--- src/rtl/crc_pkg.sv ---
// Purpose: shared constants and types for the byte-fed CRC16 generator
// Assumes: APB slave with 32-bit data, one aligned word per register
// Notes: register offsets are byte addresses
package crc_pkg;

    // ----------------------------------------
    // Bus widths
    // ----------------------------------------
    localparam int CRC_ADDR_W = 12;
    localparam int CRC_DATA_W = 32;

    // ----------------------------------------
    // Register map
    // ----------------------------------------
    localparam logic [CRC_ADDR_W-1:0] CRC_OFF_HIGH = 12'h000;
    localparam logic [CRC_ADDR_W-1:0] CRC_OFF_LOW = 12'h004;

    // ----------------------------------------
    // Generator constants
    // ----------------------------------------
    localparam logic [15:0] CRC_POLY = 16'h1021;
    localparam logic [15:0] CRC_REM_RESET = 16'h0000;
    localparam int CRC_BYTE_BITS = 8;
    localparam logic [23:0] CRC_PAD_ZERO = 24'h000000;
    localparam logic [CRC_DATA_W-1:0] CRC_RDATA_RESET = 32'h00000000;

    // ----------------------------------------
    // Types
    // ----------------------------------------
    typedef struct packed {
        logic psel;
        logic penable;
        logic pwrite;
        logic [CRC_ADDR_W-1:0] paddr;
        logic [CRC_DATA_W-1:0] pwdata;
    } crc_apb_req_t;

    typedef struct packed {
        logic pready;
        logic pslverr;
        logic [CRC_DATA_W-1:0] prdata;
    } crc_apb_rsp_t;

    typedef enum logic {
        CRC_RUN,
        CRC_SEED_LOW
    } crc_state_t;

endpackage

--- src/rtl/crc_byte_gen.sv ---
// Purpose: CRC16 generator fed one byte at a time over APB
// Assumes: single clock, bus master follows the APB handshake
// Notes: answer comes one cycle into the access phase
//
// Summary of operation
// - High-byte write loads remainder bits 15-8 and arms the seed sequence.
// - Next low-byte write after high write loads bits 7-0, no shifting.
// - Later low-byte writes shift the data byte in, MSB first, eight bits.
// - Whole byte shifted by the next bus cycle; result then readable.
// - Low-byte read returns remainder bits 7-0 straight from shift register.
// - High and low reads together give the full 16-bit remainder.
// - CCITT CRC16 accumulates every data byte until a new seed.
// - High-byte write at any time restarts the seed sequence.
// - Low register is the low byte of the one 16-bit remainder.
//
// The placing of the registers and the APB interface to the registers were decided locally.
`timescale 1ns/10ps

module crc_byte_gen
    import crc_pkg::*;
(
    // Clock and reset
    input wire logic clk,
    input wire logic rst,
    // APB request and answer
    input wire crc_apb_req_t apb_req,
    output crc_apb_rsp_t apb_rsp,
    // Current remainder
    output logic [15:0] crc_value
);

    // ----------------------------------------
    // Helpers
    // ----------------------------------------
    function automatic logic reg_hit(input logic [CRC_ADDR_W-1:0] addr,
                                     input logic [CRC_ADDR_W-1:0] off);
        reg_hit = (addr == off);
    endfunction

    // one byte through the CCITT polynomial
    function automatic logic [15:0] crc_byte(input logic [15:0] rem_in,
                                             input logic [7:0] data);
        logic [15:0] r;
        logic fb;
        r = rem_in;
        fb = 1'b0;
        for (int i = CRC_BYTE_BITS - 1; i >= 0; i--) begin
            fb = data[i] ^ r[15];
            r = {r[14:0], 1'b0};
            if (fb) begin
                r = r ^ CRC_POLY;
            end
        end
        crc_byte = r;
    endfunction

    // ----------------------------------------
    // Bus decode
    // ----------------------------------------
    logic hit_high;
    logic hit_low;
    logic mapped;
    logic acc_wait;
    logic acc_done;
    logic wr_high;
    logic wr_low;

    assign hit_high = reg_hit(apb_req.paddr, CRC_OFF_HIGH);
    assign hit_low = reg_hit(apb_req.paddr, CRC_OFF_LOW);
    assign mapped = hit_high | hit_low;
    assign acc_wait = apb_req.psel & apb_req.penable & ~apb_rsp.pready;
    // Writes land only on the edge where pready is sampled high
    assign acc_done = apb_req.psel & apb_req.penable & apb_rsp.pready;
    assign wr_high = acc_done & apb_req.pwrite & hit_high;
    assign wr_low = acc_done & apb_req.pwrite & hit_low;

    // ----------------------------------------
    // Remainder and seed state
    // ----------------------------------------
    crc_state_t state;
    crc_state_t next_state;
    logic [15:0] remainder;
    logic [15:0] next_remainder;

    always_comb begin
        next_state = state;
        next_remainder = remainder;
        if (wr_high) begin
            // high byte straight in, seed armed
            next_remainder = {apb_req.pwdata[7:0], remainder[7:0]};
            next_state = CRC_SEED_LOW;
        end else if (wr_low) begin
            case (state)
                CRC_SEED_LOW: begin
                    next_remainder = {remainder[15:8], apb_req.pwdata[7:0]};
                    next_state = CRC_RUN;
                end
                CRC_RUN: begin
                    // whole byte done in one clock
                    next_remainder = crc_byte(remainder, apb_req.pwdata[7:0]);
                end
                default: begin
                    next_state = CRC_RUN;
                end
            endcase
        end
    end

    // reset clears remainder and seed state
    always_ff @(posedge clk or posedge rst) begin
        if (rst) begin
            state <= CRC_RUN;
            remainder <= CRC_REM_RESET;
        end else begin
            state <= next_state;
            remainder <= next_remainder;
        end
    end

    // ----------------------------------------
    // Bus answer
    // ----------------------------------------
    crc_apb_rsp_t next_rsp;
    logic [15:0] next_value;

    always_comb begin
        next_rsp.pready = acc_wait;
        next_rsp.pslverr = acc_wait & ~mapped;
        next_rsp.prdata = CRC_RDATA_RESET;
        if (acc_wait & ~apb_req.pwrite) begin
            if (hit_high) begin
                next_rsp.prdata = {CRC_PAD_ZERO, remainder[15:8]};
            end else if (hit_low) begin
                // low byte straight from the shift register
                next_rsp.prdata = {CRC_PAD_ZERO, remainder[7:0]};
            end
        end
        next_value = next_remainder;
    end

    always_ff @(posedge clk or posedge rst) begin
        if (rst) begin
            apb_rsp <= '0;
            crc_value <= CRC_REM_RESET;
        end else begin
            apb_rsp <= next_rsp;
            crc_value <= next_value;
        end
    end

    logic rd_wait_high;
    logic rd_wait_low;
    assign rd_wait_high = acc_wait & ~apb_req.pwrite & hit_high;
    assign rd_wait_low = acc_wait & ~apb_req.pwrite & hit_low;
endmodule

--- config.mk ---
export PLATFORM = sky130hd
export DESIGN_NAME = crc_byte_gen
export DESIGN_NICKNAME = d
export VERILOG_FILES = /design/src/rtl/crc_pkg.sv /design/src/rtl/crc_byte_gen.sv
export SDC_FILE = /design/constraint.sdc
export NUM_CORES = 1
export LEC_CHECK = 0
export BUFFER_PORTS_ARGS = -buffer_cell sky130_fd_sc_hd__buf_4
export CAP_MARGIN = 10
export CORE_ASPECT_RATIO = 0.8
export CORE_MARGIN = 8
export CORE_UTILIZATION = 44
export CTS_BUF_LIST = sky130_fd_sc_hd__clkbuf_4 sky130_fd_sc_hd__clkbuf_8 sky130_fd_sc_hd__clkbuf_16
export DETAILED_ROUTE_END_ITERATION = 6
export GPL_ROUTABILITY_DRIVEN = 0
export GPL_TIMING_DRIVEN = 0
export PLACE_DENSITY = 0.83
export SETUP_SLACK_MARGIN = 0.02
export SLEW_MARGIN = 25
export SYNTH_ARGS = -nofsm -noshare
export SYNTH_HDL_FRONTEND = slang
export SYNTH_SLANG_ARGS = --single-unit
--- constraint.sdc ---
create_clock -name clk -period 2.1 [get_ports clk]
set_clock_uncertainty 0.2 [all_clocks]
set_input_delay 0.21 -clock clk [delete_from_list [all_inputs] [get_ports clk]]
set_output_delay 0.21 -clock clk [all_outputs]
set_load 0.01 [all_outputs]
# Word-level counts from Yosys, hierarchy flattened
# Cells that the tools add are included.
[totals]
reg_bits = 51
input_bits = 49
[classes]
n_eq_ne = 2
mux = 37
n_bitwise = 30
reduce_logical = 4
[op_table]
columns = ["operator", "n"]
rows = [
  ["$mux W16", 23],
  ["$mux W13", 8],
  ["$pmux W16 S2", 1],
  ["$mux W8", 3],
  ["$not A3 Y3", 8],
  ["$eq A12 B3 Y1 const B", 1],
  ["$logic_not A12 Y1", 1],
  ["$and A1 B1 Y1", 8],
  ["$xor A1 B1 Y1", 8],
  ["$not A1 Y1", 5],
  ["$reduce_and A2 Y1", 2],
  ["$mux W1", 2],
  ["$ne A2 B2 Y1 const B", 1],
  ["$reduce_bool A2 Y1", 1],
  ["$or A1 B1 Y1", 1],
]

# Logic depth before layout (Yosys ltp)
[logic_depth]
word_depth = 41
depth_mapped = 6
depth_no_buf = 5

# Worst setup path before layout
# Ideal clock, no wire load.
[synth_path]
path_type = "input port to flip-flop"
from = "input port apb_req[41] in the netlist's numbering"
to = "register crc_value[12]"
setup_ns = 0.144
arrival_ns = 1.703
t_required_ns = 1.756
slack_ns = 0.052
stages = 5
path_buffers = 1
cell_sequence = "or4_4 > or4_1 > buf_2 > o31ai_1 > a21oi_1"
[synth_via]
elab_chain_cells = 4
elab_cells_between_ends = 8
cone_classes = "2 x eq/ne; 1 x mux; 2 x bitwise; 3 x reduce/logical"
[synth_rtl]
columns = ["item", "line_no", "rtl"]
rows = [
  ["start: declaration", "crc_byte_gen.sv:26", "input wire crc_apb_req_t apb_req,"],
  ["$logic_not A12 Y1 or $eq A12 B3 Y1 (tied branches)", "crc_byte_gen.sv:37", "reg_hit = (addr == off);"],
  ["$and A1 B1 Y1 (on tied branches)", "crc_byte_gen.sv:74, crc_byte_gen.sv:75", ""],
  ["$ne A2 B2 Y1 (no source line) or $reduce_bool A2 Y1 (tied branches)", "--", ""],
  ["$reduce_and A2 Y1 (no source line)", "--", ""],
  ["end signal: assignment", "crc_byte_gen.sv:147", "crc_value <= next_value;"],
  ["end: declaration", "crc_byte_gen.sv:29", "output logic [15:0] crc_value"],
]
# Parallel ways exist; a longest one is shown, timed or not.
# A chain may end at the register's enable or synchronous reset.

# Worst setup path after layout
[layout_path]
from = "input port apb_req[41] in the netlist's numbering"
to = "register crc_value[14]"
# The elaborated chain is that of the path after synthesis.

==> impl_results.md <==
- Status: finished, final reports clean
- DP Wirelength: roughly 3400 um
- Critical Path Max Stage Delay: between 0.5 and 0.6 ns
- H-Tree Depth: 1
- Grt ovf: 0
- LEAKAGE: approximately 1.2 nW
- Largest net degree at the start of global routing: 28
- Vias per std cell: 4.730
- Die Wd: 85.99 um
- Clock root cell: clkbuf_8
- Max Cap Viol: 0
- Area occupied by multi-input gates: 919.6 um2
- Final worst slack: 0.08770 ns
- Minimum clock period: 2.012 ns
- Largest family of logic cells by synthesized area: simple AND/OR/NAND/NOR gates
- Cell-internal power: 0.7675 mW
- Synth warn: 0
- Simple-gate share of the synthesized area: between 10% and 20%
- Synthesized flop and latch total: 27
- Part of the power in the clock network: 30.0%
- CTS tree: yes
- CP Launch Type: primary input
- Wire per inst: between 10 and 15 um
- Top FF cell, synth: dfrtp_1
- Final hold vios: 0
- Final WL: 4334 um
- Crit path buf inv count: 2
- First-pass GRT wire length: approximately 7000 um
- Setup bufs post-CTS: 0
- Post-Synth XOR/XNOR Area: 14.01%
- Drt drc: 0
- Worst endpoint required time: between 2 and 2.5 ns
- Register Area: between 600 and 700 um2
- Mean Syn Cell Area: approximately 9.4 um2
- Area Overhead vs Synth: 35.99%
- Total track usage: roughly 14%
- Synth Area in Adders: 0%
- IO Pins: 99
- Final period utilization: a little over nine tenths
- Reg power frac: 51.7%
- Clock buffer count from CTS: 3
- Power Dens Cells: 431.7 nW/um2
- Core Area: 3779 um2
- Port Buffers: 50
- DR iter-0 viols: 135
- Number of synthesized flops with an enable pin: 0
- TNS Setup: 0 ns
- Die height: 71.99 um
- Fmax: approximately 500 MHz
- Sequential share of the synthesized area: 39.19%
- Highest-delay cell along the critical path: or4_4
- Cells after synthesis: 184
- Critical path endpoint category: register
- Final Util: 62.05%
- Commonest non-fill, non-tap cell in the layout: buf_4
- Post-synth ARST share: 100.0%
- Vias in the first global route: 1552
- Crit Path Max Fanout: 7
- Clk slew on worst S/H paths: about 0.090 ns
- Slew @ Worst Pin: 0.6356 ns
- Filler Cell Count: around 330
- Initial Utilization: between 40% and 50%
- Site Rows: 20
- Sw power: 0.2447 mW
- Synth unique cells: 31
- RSZ-0062 raised after global routing: true
- Worst skew pair latency: between 0.2 and 0.3 ns
- Mux cell area share after synthesis: under 10%
- Final #Nets: roughly 310
- Post-synthesis instance area: 1724 um2
- Peak supply drop: 0.0002439 V
- Sink Count: 27
- Critical-path cell list: buf_4, or4_4, or4_1, buf_2, o31ai_1, a21oi_1
- Worst Path Class, Setup: primary input to register
- Die area: between 6000 and 7000 um2
- Final ANT Viol Nets: 0
- Combinational Power Share: 18.3%
- Antenna cell count: 0
- Final max-slew violation count: 0
- Antenna violations before repair: 0
- Most frequent cells in the layout: buf_4 (74), dfrtp_1 (27), conb_1 (24)
- Share of post-route cells with drive strength above 1: a little over a third
- Worst slack at placement: -0.1764 ns
- Top delay family on crit path: simple AND/OR/NAND/NOR gates
- Switching Fraction: 24.17%
- Hold Path Class: primary input to register
- Drt first pass iters: 4
- Compound-Gate Fraction of Synth Area: 10.96%
- Data arrival at the endpoint of the critical path: 1.93 ns
- Clock tree buffer depth: 2
- Final setup viols: 0
- DR vias: 1504
- Slew Limit Headroom: 57.63%
-- worst paths after layout --
| path | from | endpoint | slack (ns) | cells past startpoint |
|---|---|---|---|---|
| setup / recovery | apb_req[41] | crc_value[14] | 0.09 | 6 |
| hold / removal | apb_req[3] | crc_value[3] | 0.04 | 3 |
| setup reg to reg | crc_value[12] | crc_value[5] | 0.11 | 5 |
| hold reg to reg | apb_rsp[33] | apb_rsp[33] | 0.31 | 1 |
| max in group asynchronous | rst | crc_value[1] | 0.97 | 3 |
| min in group asynchronous | rst | apb_rsp[3] | 0.36 | 3 |
-- cell type report --
| type | count | share of cell area (%) |
|---|---|---|
| well taps | 55 | 2.935 |
| plain buffers | 31 | 9.338 |
| multi-input cells | 146 | 39.22 |
| flip-flops and latches | 27 | 28.82 |
| clock buffers | 4 | 2.081 |
| repair buffers | 53 | 17.29 |
| inverters | 2 | 0.3202 |
-- power groups by stage --
stage	clock network [mW]	logic [mW]	registers [mW]
after floorplan	0	0.117	0.534
after global placement	0	0.174	0.533
after detailed placement	0	0.176	0.533
after CTS	0.313	0.180	0.523
after global routing	0.332	0.202	0.524
final	0.304	0.185	0.523
-- layer usage --
| layer | global-route usage, % | up-vias | part of all wire (%) |
|---|---|---|---|
| li1 | - | 732 | - |
| met1 | 16.49 | 706 | 42 |
| met2 | 23.79 | 64 | 48 |
| met3 | 5.530 | 2 | 9.3 |
| met4 | 2.907 | 0 | 0.44 |
| met5 | 0 | - | 0 |
-- state kept, by name, indices dropped and copies added (netlist names) --
signal / cells
crc_value: 16
state: 1
apb_rsp: 10
-- cell usage after synthesis, types with 2 or more instances --
cell type / instances / share of area (%)
a21oi_1: 11 / 3.2
buf_2: 2 / 0.58
buf_4: 24 / 10
clkbuf_1: 4 / 0.87
dfrtp_1: 27 / 39
inv_1: 2 / 0.44
mux2i_1: 11 / 6.4
nand2_1: 12 / 2.6
nand2b_1: 4 / 1.5
nand3_1: 2 / 0.58
nor2_1: 11 / 2.4
nor2_2: 8 / 2.9
nor2b_1: 4 / 1.5
nor4_1: 2 / 0.73
o21ai_0: 10 / 2.9
o22ai_1: 7 / 2.5
o31ai_1: 3 / 1.3
or3_1: 2 / 0.73
or4_1: 3 / 1.3
xnor2_1: 19 / 9.7
xor2_1: 6 / 3.0
-- tightest hold or removal path: stages --
cell     delay (ns)
buf_4          0.10
xnor2_1        0.10
o21ai_0        0.06
-- kinds of logic after synthesis --
group | Yosys count
buffers and inverters | 34
AO/OA/AOI/OAI | 33
flip-flops | 27
XOR/XNOR | 26
multiplexers | 11
other | 1
AND/OR/NAND/NOR | 52
-- through the flow --
step	total power, mW	hold slack (ns)	instance area (um2)	cells
CTS	1.016	0.01584	2323	318
finish	1.012	0.03794	2345	318
floorplan	0.6515	0.06272	1810	207
global route	1.058	0.04238	2345	318
detailed placement	0.7096	0.2894	2255	312
global placement	0.7077	0.2705	2255	312
-- timing repair --
action / CTS / global route
endpoints found under the hold margin: 1 / 27
hold buffers: 2 / 1
resized for setup: 0 / 3
endpoints found under the setup margin: 0 / 6
Note: power is estimated with default switching activity, not from simulation.
